**config.mk**
```make
export PLATFORM = sky130hd
export DESIGN_NAME = dfo_regs
export DESIGN_NICKNAME = d
export VERILOG_FILES = /design/src/shared/dfo_pkg.sv /design/src/rtl/dfo_target_slot.sv /design/src/rtl/dfo_regs.sv
export SDC_FILE = /design/constraint.sdc
export NUM_CORES = 1
export LEC_CHECK = 0
export BUFFER_PORTS_ARGS = -buffer_cell sky130_fd_sc_hd__buf_2
export CAP_MARGIN = 20
export CORE_ASPECT_RATIO = 0.6
export CORE_MARGIN = 8
export CORE_UTILIZATION = 24
export DETAILED_ROUTE_END_ITERATION = 6
export PLACE_DENSITY = 0.56
export SLEW_MARGIN = 30
export SYNTH_ARGS = -nofsm -noshare
export SYNTH_HDL_FRONTEND = slang
export SYNTH_HIERARCHICAL = 1
export SYNTH_SLANG_ARGS = --single-unit
export TNS_END_PERCENT = 5
```
**constraint.sdc**
```tcl
create_clock -name aclk -period 5.74 [get_ports aclk]
set_input_delay 0.287 -clock aclk [delete_from_list [all_inputs] [get_ports aclk]]
set_output_delay 0.287 -clock aclk [all_outputs]
set_load 0.02 [all_outputs]
```
**src/shared/dfo_pkg.sv**
```systemverilog
// dfo_pkg: constants for the dynamic fan-floor operating point register bank.
// assumes byte offsets are the printed register offsets times four.
package dfo_pkg;
  // register indices and byte addresses
  localparam logic [7:0] DFO_IDX_FAR1_TARGET = 8'h33;
  localparam logic [7:0] DFO_IDX_LOCAL_TARGET = 8'h34;
  localparam logic [7:0] DFO_IDX_FAR2_TARGET = 8'h35;
  localparam logic [7:0] DFO_IDX_FLOOR_CTRL_A = 8'h36;
  localparam logic [7:0] DFO_IDX_LOCK_CTRL = 8'h40;
  localparam logic [7:0] DFO_IDX_STATUS = 8'h41;
  localparam logic [9:0] DFO_ADDR_FAR1_TARGET = {DFO_IDX_FAR1_TARGET, 2'b00};
  localparam logic [9:0] DFO_ADDR_LOCAL_TARGET = {DFO_IDX_LOCAL_TARGET, 2'b00};
  localparam logic [9:0] DFO_ADDR_FAR2_TARGET = {DFO_IDX_FAR2_TARGET, 2'b00};
  localparam logic [9:0] DFO_ADDR_FLOOR_CTRL_A = {DFO_IDX_FLOOR_CTRL_A, 2'b00};
  localparam logic [9:0] DFO_ADDR_LOCK_CTRL = {DFO_IDX_LOCK_CTRL, 2'b00};
  localparam logic [9:0] DFO_ADDR_STATUS = {DFO_IDX_STATUS, 2'b00};
  // reset values
  localparam logic [7:0] DFO_TARGET_RST = 8'h64;
  localparam logic [7:0] DFO_CTRL_RST = 8'h00;
  // control register fields
  localparam int DFO_BIT_FAR2_CYC_MSB = 0;
  localparam int DFO_BIT_RESERVED = 1;
  localparam int DFO_BIT_FAR1_CAPT = 2;
  localparam int DFO_BIT_LOCAL_CAPT = 3;
  localparam int DFO_BIT_FAR2_CAPT = 4;
  localparam int DFO_BIT_FAR1_DYN = 5;
  localparam int DFO_BIT_LOCAL_DYN = 6;
  localparam int DFO_BIT_FAR2_DYN = 7;
  localparam logic [7:0] DFO_CTRL_WMASK = 8'hFD;
  // lock register field
  localparam int DFO_BIT_LOCK = 1;
  // axi responses
  localparam logic [1:0] DFO_RESP_OKAY = 2'b00;
  localparam logic [1:0] DFO_RESP_SLVERR = 2'b10;
  // bus fsm states
  typedef enum logic [2:0] {
    DFO_ST_IDLE = 3'b001,
    DFO_ST_WRESP = 3'b010,
    DFO_ST_RDATA = 3'b100
  } dfo_bus_st_t;
endpackage : dfo_pkg

```
**src/rtl/dfo_target_slot.sv**
```systemverilog
// dfo_target_slot: one 8-bit operating point register with lock and capture.
// assumes the capture pulse lasts one cycle and temperature is a settled reading.
`timescale 1ns/10ps
module dfo_target_slot (
  input wire logic aclk,
  input wire logic aresetn,
  input wire logic wr_en,
  input wire logic [7:0] wr_data,
  input wire logic locked,
  input wire logic capture_en,
  input wire logic capture_pulse,
  input wire logic [7:0] temp_now,
  output logic [7:0] value
);
  import dfo_pkg::*;
  logic [7:0] value_r;
  logic [7:0] value_nxt;
  wire logic do_capture;
  wire logic do_write;

  assign do_capture = capture_en & capture_pulse;
  assign do_write = wr_en & ~locked;
  // capture wins over a software write in the same cycle
  assign value_nxt = do_capture ? temp_now : (do_write ? wr_data : value_r);
  assign value = value_r;

  always_ff @(posedge aclk) begin
    if (!aresetn) begin
      value_r <= DFO_TARGET_RST;
    end else begin
      value_r <= value_nxt;
    end
  end
endmodule : dfo_target_slot

```
**src/rtl/dfo_regs.sv**
```systemverilog
// dfo_regs: dynamic fan-floor operating point and control registers behind axi4-lite.
// assumes thermal_throttle_signal and temperature readings are synchronous to aclk.
//
// Chosen here: the AXI4-Lite interface to the registers.
`timescale 1ns/10ps
module dfo_regs (
  input wire logic aclk,
  input wire logic aresetn,
  input wire logic [9:0] s_axi_awaddr,
  input wire logic s_axi_awvalid,
  output logic s_axi_awready,
  input wire logic [31:0] s_axi_wdata,
  input wire logic [3:0] s_axi_wstrb,
  input wire logic s_axi_wvalid,
  output logic s_axi_wready,
  output logic [1:0] s_axi_bresp,
  output logic s_axi_bvalid,
  input wire logic s_axi_bready,
  input wire logic [9:0] s_axi_araddr,
  input wire logic s_axi_arvalid,
  output logic s_axi_arready,
  output logic [31:0] s_axi_rdata,
  output logic [1:0] s_axi_rresp,
  output logic s_axi_rvalid,
  input wire logic s_axi_rready,
  input wire logic thermal_throttle_signal,
  input wire logic [7:0] far1_temp_now,
  input wire logic [7:0] local_temp_now,
  input wire logic [7:0] far2_temp_now,
  output logic [7:0] far1_target_temp,
  output logic [7:0] local_target_temp,
  output logic [7:0] far2_target_temp,
  output logic far1_dynamic_enable,
  output logic local_dynamic_enable,
  output logic far2_dynamic_enable,
  output logic far2_cycle_code_msb,
  output logic regs_locked
);
  import dfo_pkg::*;

  // ----------------------------------------------------------------
  // bus state
  // ----------------------------------------------------------------
  dfo_bus_st_t st_r;
  dfo_bus_st_t st_nxt;
  logic aw_got_r;
  logic w_got_r;
  logic [9:0] awaddr_r;
  logic [31:0] wdata_r;
  logic [3:0] wstrb_r;
  logic awready_r;
  logic wready_r;
  logic arready_r;
  logic bvalid_r;
  logic [1:0] bresp_r;
  logic rvalid_r;
  logic [31:0] rdata_r;
  logic [1:0] rresp_r;
  logic [7:0] ctrl_r;
  logic lock_r;
  logic throttle_d_r;
  logic [7:0] far1_q;
  logic [7:0] local_q;
  logic [7:0] far2_q;
  logic [7:0] far1_out_r;
  logic [7:0] local_out_r;
  logic [7:0] far2_out_r;
  logic [7:0] ctrl_out_r;
  logic lock_out_r;

  wire logic aw_hs;
  wire logic w_hs;
  wire logic aw_have;
  wire logic w_have;
  wire logic wr_go;
  wire logic [9:0] wr_addr;
  wire logic [31:0] wr_data;
  wire logic [3:0] wr_strb;
  wire logic wr_lane0;
  wire logic wr_far1;
  wire logic wr_local;
  wire logic wr_far2;
  wire logic wr_ctrl;
  wire logic wr_lock;
  wire logic wr_hit;
  wire logic rd_go;
  wire logic rd_hit;
  wire logic [7:0] rd_byte;
  wire logic [7:0] ctrl_nxt;
  wire logic lock_nxt;
  wire logic throttle_rise;

  // ----------------------------------------------------------------
  // write path: address and data taken in either order
  // ----------------------------------------------------------------
  assign aw_hs = s_axi_awvalid & awready_r;
  assign w_hs = s_axi_wvalid & wready_r;
  assign aw_have = aw_got_r | aw_hs;
  assign w_have = w_got_r | w_hs;
  assign wr_go = (st_r == DFO_ST_IDLE) & aw_have & w_have & ~rd_go;
  assign wr_addr = aw_got_r ? awaddr_r : s_axi_awaddr;
  assign wr_data = w_got_r ? wdata_r : s_axi_wdata;
  assign wr_strb = w_got_r ? wstrb_r : s_axi_wstrb;
  assign wr_lane0 = wr_go & wr_strb[0];
  assign wr_far1 = wr_lane0 & (wr_addr == DFO_ADDR_FAR1_TARGET);
  assign wr_local = wr_lane0 & (wr_addr == DFO_ADDR_LOCAL_TARGET);
  assign wr_far2 = wr_lane0 & (wr_addr == DFO_ADDR_FAR2_TARGET);
  assign wr_ctrl = wr_lane0 & (wr_addr == DFO_ADDR_FLOOR_CTRL_A);
  assign wr_lock = wr_lane0 & (wr_addr == DFO_ADDR_LOCK_CTRL);
  assign wr_hit = (wr_addr == DFO_ADDR_FAR1_TARGET) | (wr_addr == DFO_ADDR_LOCAL_TARGET) |
                  (wr_addr == DFO_ADDR_FAR2_TARGET) | (wr_addr == DFO_ADDR_FLOOR_CTRL_A) |
                  (wr_addr == DFO_ADDR_LOCK_CTRL) | (wr_addr == DFO_ADDR_STATUS);

  // ----------------------------------------------------------------
  // read path: reads go first when both arrive in idle
  // ----------------------------------------------------------------
  assign rd_go = (st_r == DFO_ST_IDLE) & s_axi_arvalid & arready_r;
  assign rd_hit = (s_axi_araddr == DFO_ADDR_FAR1_TARGET) | (s_axi_araddr == DFO_ADDR_LOCAL_TARGET) |
                  (s_axi_araddr == DFO_ADDR_FAR2_TARGET) | (s_axi_araddr == DFO_ADDR_FLOOR_CTRL_A) |
                  (s_axi_araddr == DFO_ADDR_LOCK_CTRL) | (s_axi_araddr == DFO_ADDR_STATUS);
  assign rd_byte = (s_axi_araddr == DFO_ADDR_FAR1_TARGET) ? far1_q :
                   (s_axi_araddr == DFO_ADDR_LOCAL_TARGET) ? local_q :
                   (s_axi_araddr == DFO_ADDR_FAR2_TARGET) ? far2_q :
                   (s_axi_araddr == DFO_ADDR_FLOOR_CTRL_A) ? ctrl_r :
                   (s_axi_araddr == DFO_ADDR_LOCK_CTRL) ? {6'h00, lock_r, 1'b0} :
                   (s_axi_araddr == DFO_ADDR_STATUS) ? {5'h00, thermal_throttle_signal, 1'b0, lock_r} :
                   8'h00;

  // ----------------------------------------------------------------
  // control and lock
  // ----------------------------------------------------------------
  // reserved bit masked out, lock blocks writes
  assign ctrl_nxt = (wr_ctrl & ~lock_r) ? (wr_data[7:0] & DFO_CTRL_WMASK) : ctrl_r;
  // lock only ever sets
  assign lock_nxt = lock_r | (wr_lock & wr_data[DFO_BIT_LOCK]);
  assign throttle_rise = thermal_throttle_signal & ~throttle_d_r;

  // ----------------------------------------------------------------
  // bus fsm
  // ----------------------------------------------------------------
  always_comb begin
    st_nxt = st_r;
    case (st_r)
      DFO_ST_IDLE: begin
        if (rd_go) begin
          st_nxt = DFO_ST_RDATA;
        end else if (wr_go) begin
          st_nxt = DFO_ST_WRESP;
        end
      end
      DFO_ST_WRESP: begin
        if (s_axi_bready) begin
          st_nxt = DFO_ST_IDLE;
        end
      end
      DFO_ST_RDATA: begin
        if (s_axi_rready) begin
          st_nxt = DFO_ST_IDLE;
        end
      end
      default: begin
        st_nxt = DFO_ST_IDLE;
      end
    endcase
  end

  always_ff @(posedge aclk) begin
    if (!aresetn) begin
      st_r <= DFO_ST_IDLE;
      aw_got_r <= 1'b0;
      w_got_r <= 1'b0;
      awaddr_r <= 10'h000;
      wdata_r <= 32'h00000000;
      wstrb_r <= 4'h0;
    end else begin
      st_r <= st_nxt;
      if (wr_go) begin
        aw_got_r <= 1'b0;
        w_got_r <= 1'b0;
      end else begin
        if (aw_hs) begin
          aw_got_r <= 1'b1;
          awaddr_r <= s_axi_awaddr;
        end
        if (w_hs) begin
          w_got_r <= 1'b1;
          wdata_r <= s_axi_wdata;
          wstrb_r <= s_axi_wstrb;
        end
      end
    end
  end

  always_ff @(posedge aclk) begin
    if (!aresetn) begin
      awready_r <= 1'b0;
      wready_r <= 1'b0;
      arready_r <= 1'b0;
    end else begin
      awready_r <= (st_nxt == DFO_ST_IDLE) & ~(aw_got_r | aw_hs);
      wready_r <= (st_nxt == DFO_ST_IDLE) & ~(w_got_r | w_hs);
      arready_r <= (st_nxt == DFO_ST_IDLE) & ~rd_go;
    end
  end

  always_ff @(posedge aclk) begin
    if (!aresetn) begin
      bvalid_r <= 1'b0;
      bresp_r <= DFO_RESP_OKAY;
      rvalid_r <= 1'b0;
      rdata_r <= 32'h00000000;
      rresp_r <= DFO_RESP_OKAY;
    end else begin
      if (wr_go) begin
        bvalid_r <= 1'b1;
        bresp_r <= wr_hit ? DFO_RESP_OKAY : DFO_RESP_SLVERR;
      end else if (s_axi_bready) begin
        bvalid_r <= 1'b0;
      end
      if (rd_go) begin
        rvalid_r <= 1'b1;
        rdata_r <= {24'h000000, rd_byte};
        rresp_r <= rd_hit ? DFO_RESP_OKAY : DFO_RESP_SLVERR;
      end else if (s_axi_rready) begin
        rvalid_r <= 1'b0;
      end
    end
  end

  // ----------------------------------------------------------------
  // register state and registered outputs
  // ----------------------------------------------------------------
  always_ff @(posedge aclk) begin
    if (!aresetn) begin
      ctrl_r <= DFO_CTRL_RST;
      lock_r <= 1'b0;
      throttle_d_r <= 1'b0;
      far1_out_r <= DFO_TARGET_RST;
      local_out_r <= DFO_TARGET_RST;
      far2_out_r <= DFO_TARGET_RST;
      ctrl_out_r <= DFO_CTRL_RST;
      lock_out_r <= 1'b0;
    end else begin
      ctrl_r <= ctrl_nxt;
      lock_r <= lock_nxt;
      throttle_d_r <= thermal_throttle_signal;
      far1_out_r <= far1_q;
      local_out_r <= local_q;
      far2_out_r <= far2_q;
      ctrl_out_r <= ctrl_r;
      lock_out_r <= lock_r;
    end
  end

  // ----------------------------------------------------------------
  // operating point registers
  // ----------------------------------------------------------------
  dfo_target_slot u_far1 (
    .aclk(aclk), .aresetn(aresetn), .wr_en(wr_far1), .wr_data(wr_data[7:0]), .locked(lock_r),
    .capture_en(ctrl_r[DFO_BIT_FAR1_CAPT]), .capture_pulse(throttle_rise),
    .temp_now(far1_temp_now), .value(far1_q)
  );
  dfo_target_slot u_local (
    .aclk(aclk), .aresetn(aresetn), .wr_en(wr_local), .wr_data(wr_data[7:0]), .locked(lock_r),
    .capture_en(ctrl_r[DFO_BIT_LOCAL_CAPT]), .capture_pulse(throttle_rise),
    .temp_now(local_temp_now), .value(local_q)
  );
  dfo_target_slot u_far2 (
    .aclk(aclk), .aresetn(aresetn), .wr_en(wr_far2), .wr_data(wr_data[7:0]), .locked(lock_r),
    .capture_en(ctrl_r[DFO_BIT_FAR2_CAPT]), .capture_pulse(throttle_rise),
    .temp_now(far2_temp_now), .value(far2_q)
  );

  // ----------------------------------------------------------------
  // outputs
  // ----------------------------------------------------------------
  assign s_axi_awready = awready_r;
  assign s_axi_wready = wready_r;
  assign s_axi_bvalid = bvalid_r;
  assign s_axi_bresp = bresp_r;
  assign s_axi_arready = arready_r;
  assign s_axi_rvalid = rvalid_r;
  assign s_axi_rdata = rdata_r;
  assign s_axi_rresp = rresp_r;
  assign far1_target_temp = far1_out_r;
  assign local_target_temp = local_out_r;
  assign far2_target_temp = far2_out_r;
  // enables gate the external floor engine; clear leaves floor untouched
  assign far1_dynamic_enable = ctrl_out_r[DFO_BIT_FAR1_DYN];
  assign local_dynamic_enable = ctrl_out_r[DFO_BIT_LOCAL_DYN];
  assign far2_dynamic_enable = ctrl_out_r[DFO_BIT_FAR2_DYN];
  // msb of the remote 2 cycle code; low bits and cycle counting live downstream
  assign far2_cycle_code_msb = ctrl_out_r[DFO_BIT_FAR2_CYC_MSB];
  assign regs_locked = lock_out_r;
endmodule : dfo_regs

```
==> metrics.cfg, run 1 <==
[placement]
place_ws_ps=2620
port_buffers=104
place.gp.congestion=0.784
hpwl_um=11600

[synthesis]
ys_ff_latch=101
synth_edf_count=0
synth_cells=522
ys_types=60
yosys-top-cells-count=101 x dfxtp_1, 65 x nand2_1, 40 x nor2_1
synth_area_per_cell_um2=8.97
ys_async_sr_fraction_pct=0
synth_ff_type=dfxtp_1
synth.area.top_cells=dfxtp_1 43%, nand2_1 5.2%, mux2i_1 4.5%
yosysWarnings=6
synth_most_common_cell=dfxtp_1
yosysSeqAreaShare_pct=43.2
yosys.area.top_type_share_pct=43.2
synthesis.area_mm2=0.00468
yosysTopAreaCell=dfxtp_1

[clock_tree]
cts_sinks=101
cts_hold_buf=0
post_cts_resized=0
numCtsBuffers=9
clock_path_buffers=2
root_buffer=clkbuf_16
cts_setup_buffers=0
cts_max_level=3
cts_tree=built
clk_pin_slew_ps=70
clk_latency_ps=340

[layout]
ff_latch_area_mm2=0.00202
diodes=0
multi_input_area_mm2=0.00236
syn_to_final_growth_pct=19.2
nets=698
drive_gt1_share_pct=23.7
fillCellCount=2080

[worst_hold_path]
hold_class=in -> reg
holdPathStages=2

[global_route]
antenna_found_initial=2
grt_pass1_wl_um=22900
grt_pass1_vias=3893
grt_util_all_layers_pct=12.1
grt-ovfl-total=0
grt_max_degree=78

[route]
drt_iter0_drc=392
ant_nets=0
routed-via-count=4012
drt-pass1-iter-count=5
routed_wl_um=15000
drc_errors=0
drt-vias-per-instance=4.55
routedWlPerCell_um=17.0

[power_and_ir_drop]
leakage_nw=2.26
peakVddDrop_v=0.000134
pwr_density_cell_mw_per_mm2=315

[sta]
tightest_slew_ps=854
finalHoldViolations=0
finalClockSkew_ps=7.02
setup_tns_ps=0
setup_viol=0
period_minus_slack_ps=3160
max-slew-margin-rel_pct=42.9
rsz0062_at_grt=false
maxSlewViolCount=0
min_period_over_period_pct=55.1
max_freq_ghz=0.316
worst_slack_ps=2580

[critical_path]
ff2ff_path_depth=8
cp-start-kind=flip-flop
path_class=reg -> reg
required_ps=5910
endpoint_kind=flip-flop
path_max_fanout=11
worstPathArrival_ps=3330

[floorplanning]
fp.dieW_um=196
io_pins=158
die_h_um=124
start_util_pct=24.5
core_mm2=0.0191
die-area_mm2=0.0244
fp-row-count=39

[status]
outcome=finished clean

[flow_run]
cap_violations=0

## registers in the layout (all words and copies together) (netlist names), 3 cells and up
| name | flops |
|---|---|
| awaddr_r | 10 |
| far1_target_temp | 8 |
| far2_target_temp | 8 |
| local_target_temp | 8 |
| s_axi_rdata | 8 |
| u_far1/value | 8 |
| u_far2/value | 8 |
| u_local/value | 8 |
| wdata_r | 8 |
| ctrl_r | 7 |
| ctrl_out_r | 4 |
| st_r | 3 |
## cell type report
class	count	area share, %
clock buffers	12	4.60
multi-input cells	383	42.3
flip-flops and latches	101	36.2
clock inverters	4	0.583
well taps	266	5.96
repair buffers	108	9.86
inverters	7	0.471
## cell families after synthesis
logic type / after synthesis / share of synthesized area, %
other: 1 / 0.0801
AO/OA/AOI/OAI: 107 / 15.8
multiplexers: 30 / 6.65
AND/OR/NAND/NOR: 220 / 25.9
flip-flops: 101 / 43.2
buffers and inverters: 63 / 8.39
## critical path, cell delays in order, from the launching register on
cell,delay (ps)
dfxtp_1,670
a21o_1,170
nand4_1,340
nor3_1,320
nand2_1,100
nor2_1,140
nor2b_1,700
or2_1,370
a41oi_1,180
## placed cells by master, fill, tap and decap left out, types with 3 or more instances in the layout
| cell | Yosys | final |
|---|---|---|
| nor3_1 | 23 | 23 |
| o21a_1 | 3 | 3 |
| or2_1 | 4 | 4 |
| conb_1 | 1 | 26 |
| mux2i_1 | 21 | 21 |
| nand2_1 | 65 | 65 |
| o21ai_0 | 9 | 9 |
| mux2_2 | 9 | 9 |
| o211ai_1 | 3 | 3 |
| buf_2 | 11 | 104 |
| nand2b_1 | 15 | 15 |
| nor2_1 | 40 | 40 |
| nand3_1 | 3 | 3 |
| dfxtp_1 | 101 | 101 |
| a221oi_1 | 4 | 4 |
| and2_1 | 20 | 20 |
| a21oi_1 | 22 | 22 |
| clkbuf_16 | 0 | 9 |
| nor2b_1 | 7 | 7 |
| inv_1 | 6 | 6 |
| nor3b_1 | 3 | 3 |
| a31oi_1 | 17 | 17 |
| o31ai_1 | 16 | 16 |
| o21ai_1 | 3 | 3 |
| nor4b_1 | 13 | 13 |
| o22ai_1 | 3 | 3 |
| and2_4 | 3 | 3 |
| and3_1 | 5 | 5 |
| buf_4 | 26 | 4 |
| a41oi_1 | 9 | 9 |
## path summary, 6_finish.rpt
| check | startpoint | end | slack [ps] |
|---|---|---|---|
| setup / recovery | w_got_r | u_local/value[2] | 2580 |
| hold / removal | thermal_throttle_signal | throttle_d_r | 190 |
| setup reg to reg | w_got_r | u_local/value[2] | 2580 |
| hold reg to reg | s_axi_rvalid | s_axi_rvalid | 470 |
## through the flow
| step | hold WS (ps) | total power, W | util, % | std cells | cell area [µm²] |
|---|---|---|---|---|---|
| detailed placement | 460 | 0.00118 | 27.7 | 865 | 5290 |
| global placement | 460 | 0.00118 | 27.7 | 865 | 5290 |
| CTS | 175 | 0.00178 | 29.3 | 881 | 5580 |
| floorplan | 409 | 0.00107 | - | 547 | 4780 |
| global route | 181 | 0.00185 | 29.3 | 881 | 5580 |
| finish | 194 | 0.00176 | 29.3 | 881 | 5580 |
## routing by layer
| layer | part of all wire, % | global-route usage, % |
|---|---|---|
| met5 | 0.15 | 0 |
| met2 | 39 | 16.5 |
| met4 | 0.64 | 2.12 |
| met1 | 52 | 18.2 |
| met3 | 8.0 | 3.91 |
## report_power, final
group	internal [W]	total [W]	switching, W
Sequential	0.000751	0.000797	0.0000460
Clock	0.000320	0.000593	0.000273
Combinational	0.000136	0.000367	0.000231
No activity file was read; power rests on OpenSTA's default activity.
==> run 2: changes to the inputs <==
==> constraint.sdc (replaced) <==
create_clock -name aclk -period 3.3 [get_ports aclk]
set_input_delay 0.165 -clock aclk [delete_from_list [all_inputs] [get_ports aclk]]
set_output_delay 0.165 -clock aclk [all_outputs]
set_load 0.02 [all_outputs]
==> run 2 against run 1 <==
  * Clock skew grew 8.3 ps
  * Worst setup slack lost 1700 ps
  * Sequential power grew 72%
  * Non-clock buffer count grew 6
  * Cell count grew 0.68%
  * Critical path type unchanged
  * Largest cell class unchanged
  * Largest power group unchanged
==> metrics.cfg, run 2 (synthesis results as in run 1) <==
[route]
drt_iter0_drc=252  ; -36%
drc_errors=0  ; unchanged
routed-via-count=4010  ; -0.050%
wl_met1_um=7780  ; -0.47%
drt-vias-per-instance=4.52  ; -0.73%
ant_nets=0  ; unchanged
wl_met2_um=6050  ; +3.5%
drt-pass1-iter-count=5  ; unchanged
routedWlPerCell_um=17.1  ; +0.23%
routed_wl_um=15100  ; +0.91%
wl_met3_um=1190  ; -1.7%
highest_layer=met5

[clock_tree]
cts_hold_buf=0  ; unchanged
clk_latency_ps=350  ; about the same
clock_path_buffers=2  ; unchanged
cts_sinks=101  ; unchanged
post_cts_resized=0  ; unchanged
numCtsBuffers=9  ; unchanged
clk_pin_slew_ps=70  ; about the same
cts_tree=built
root_buffer=clkbuf_16
cts_setup_buffers=0  ; unchanged
cts_max_level=3  ; unchanged

[sta]
max_freq_ghz=0.412  ; +30%
period_minus_slack_ps=2430  ; -734 ps
setup_tns_ps=0  ; unchanged
holdWs_ps=71.5  ; -122 ps
max-slew-margin-rel_pct=48.2  ; +5.2 points
rsz0062_at_grt=false
finalClockSkew_ps=15.3  ; +8.27 ps
setup_viol=0  ; unchanged
maxSlewViolCount=0  ; unchanged
min_period_over_period_pct=73.6  ; +19 points
tightest_slew_ps=777  ; -77.2 ps
finalHoldViolations=0  ; unchanged

[layout]
fin_util_pct=29.8  ; +0.50 points
stdcell_count=887  ; +0.68%
drive_gt1_share_pct=24.4  ; +0.62 points
stdcell_area_mm2=0.00568  ; +1.7%
layout_common_cells=104 x buf_2, 101 x dfxtp_1, 65 x nand2_1
nets=704  ; +0.86%
regMostFlops=awaddr_r
layout_commonest_cell=buf_2
largest_reg_flops=10  ; unchanged
syn_to_final_growth_pct=21.2

[floorplanning]
die_h_um=124  ; unchanged
start_util_pct=24.5  ; unchanged
core_mm2=0.0191  ; unchanged
fp-row-count=39  ; unchanged
io_pins=158  ; unchanged
fp.dieW_um=196  ; unchanged
die-area_mm2=0.0244  ; unchanged

[power_and_ir_drop]
pwr_density_cell_mw_per_mm2=573  ; +82%
leakage_nw=2.32  ; +2.6%
peakVddDrop_v=0.000222  ; +66%

[placement]
port_buffers=104  ; unchanged
place.gp.congestion=0.791  ; +0.79%
hpwl_um=11600  ; +0.63%
dp.cells=871  ; +0.69%
dpl_cell_area_mm2=0.00534  ; +0.85%

[critical_path]
cp-start-kind=flip-flop
crit_family=simple AND/OR/NAND/NOR gates
path_cells=nand2b_1 -> nor3_1 -> o21ai_0 -> nor4_1 -> nor2b_1 -> buf_4 -> or2_1 -> a41oi_1
slowest_stage=nor3_1
required_ps=3490  ; -2420 ps
critPathLaunch=aw_got_r
path_class=reg -> reg
path_max_fanout=9  ; -2
endpoint_kind=flip-flop
worstPathArrival_ps=2620  ; -710 ps
max_stage_delay_ps=500  ; -200 ps
reg2reg_from=aw_got_r
crit_buf_inv=1  ; +1

[global_route]
grt_max_degree=48  ; -38%
antenna_found_initial=4  ; +2
grt_pass1_wl_um=22800  ; -0.54%
grt_pass1_vias=3882  ; -0.28%
grt_util_all_layers_pct=12.1  ; about the same
grt-ovfl-total=0  ; unchanged

[flow_run]
cap_violations=0  ; unchanged

[status]
outcome=finished clean

[worst_hold_path]
hp-start=far2_temp_now[0]
hold_class=in -> reg

==> run 2: metrics by stage <==
step / worst slack [ps] / power, W
after detailed placement: 976 / 0.00206
after floorplan: 1220 / 0.00186
after global placement: 1020 / 0.00206
after global routing: 621 / 0.00341
after CTS: 892 / 0.00328
final: 871 / 0.00325
==> run 2: path summary, 6_finish.rpt <==
check        slack [ps]  cells after the start              end
max                 870                      8  u_far1/value[6]
max reg2reg         870                      8  u_far1/value[6]
min reg2reg         480                      2   s_axi_rdata[7]
min                  70                      3  u_far2/value[0]
==> run 2: routing by layer <==
| layer | up-vias | GRT usage, % |
|---|---|---|
| li1 | 1994 | - |
| met1 | 1864 | 17.9 |
| met2 | 136 | 16.7 |
| met3 | 10 | 4.13 |
| met4 | 6 | 2.12 |
| met5 | - | 0 |
==> run 2: layout make-up <==
| class | instances | area, µm² |
|---|---|---|
| well taps | 266 | 333 |
| repair buffers | 114 | 596 |
| multi-input cells | 383 | 2360 |
| inverters | 7 | 26.3 |
| clock inverters | 5 | 108 |
| flip-flops and latches | 101 | 2020 |
| clock buffers | 10 | 229 |
| fillers | 2075 | 13400 |
| diodes | 1 | 2.50 |
==> run 2: power by group <==
part / leakage, nW / switching (W) / internal [W]
Sequential: 0.818 / 0.0000605 / 0.00131
Combinational: 1.34 / 0.000420 / 0.000246
Clock: 0.163 / 0.000476 / 0.000742
Total: 2.32 / 0.000957 / 0.00230
==> run 2: worst min-delay path, stage by stage <==
cell	delay, ps
buf_2	90
nand2_1	40
a31oi_1	70
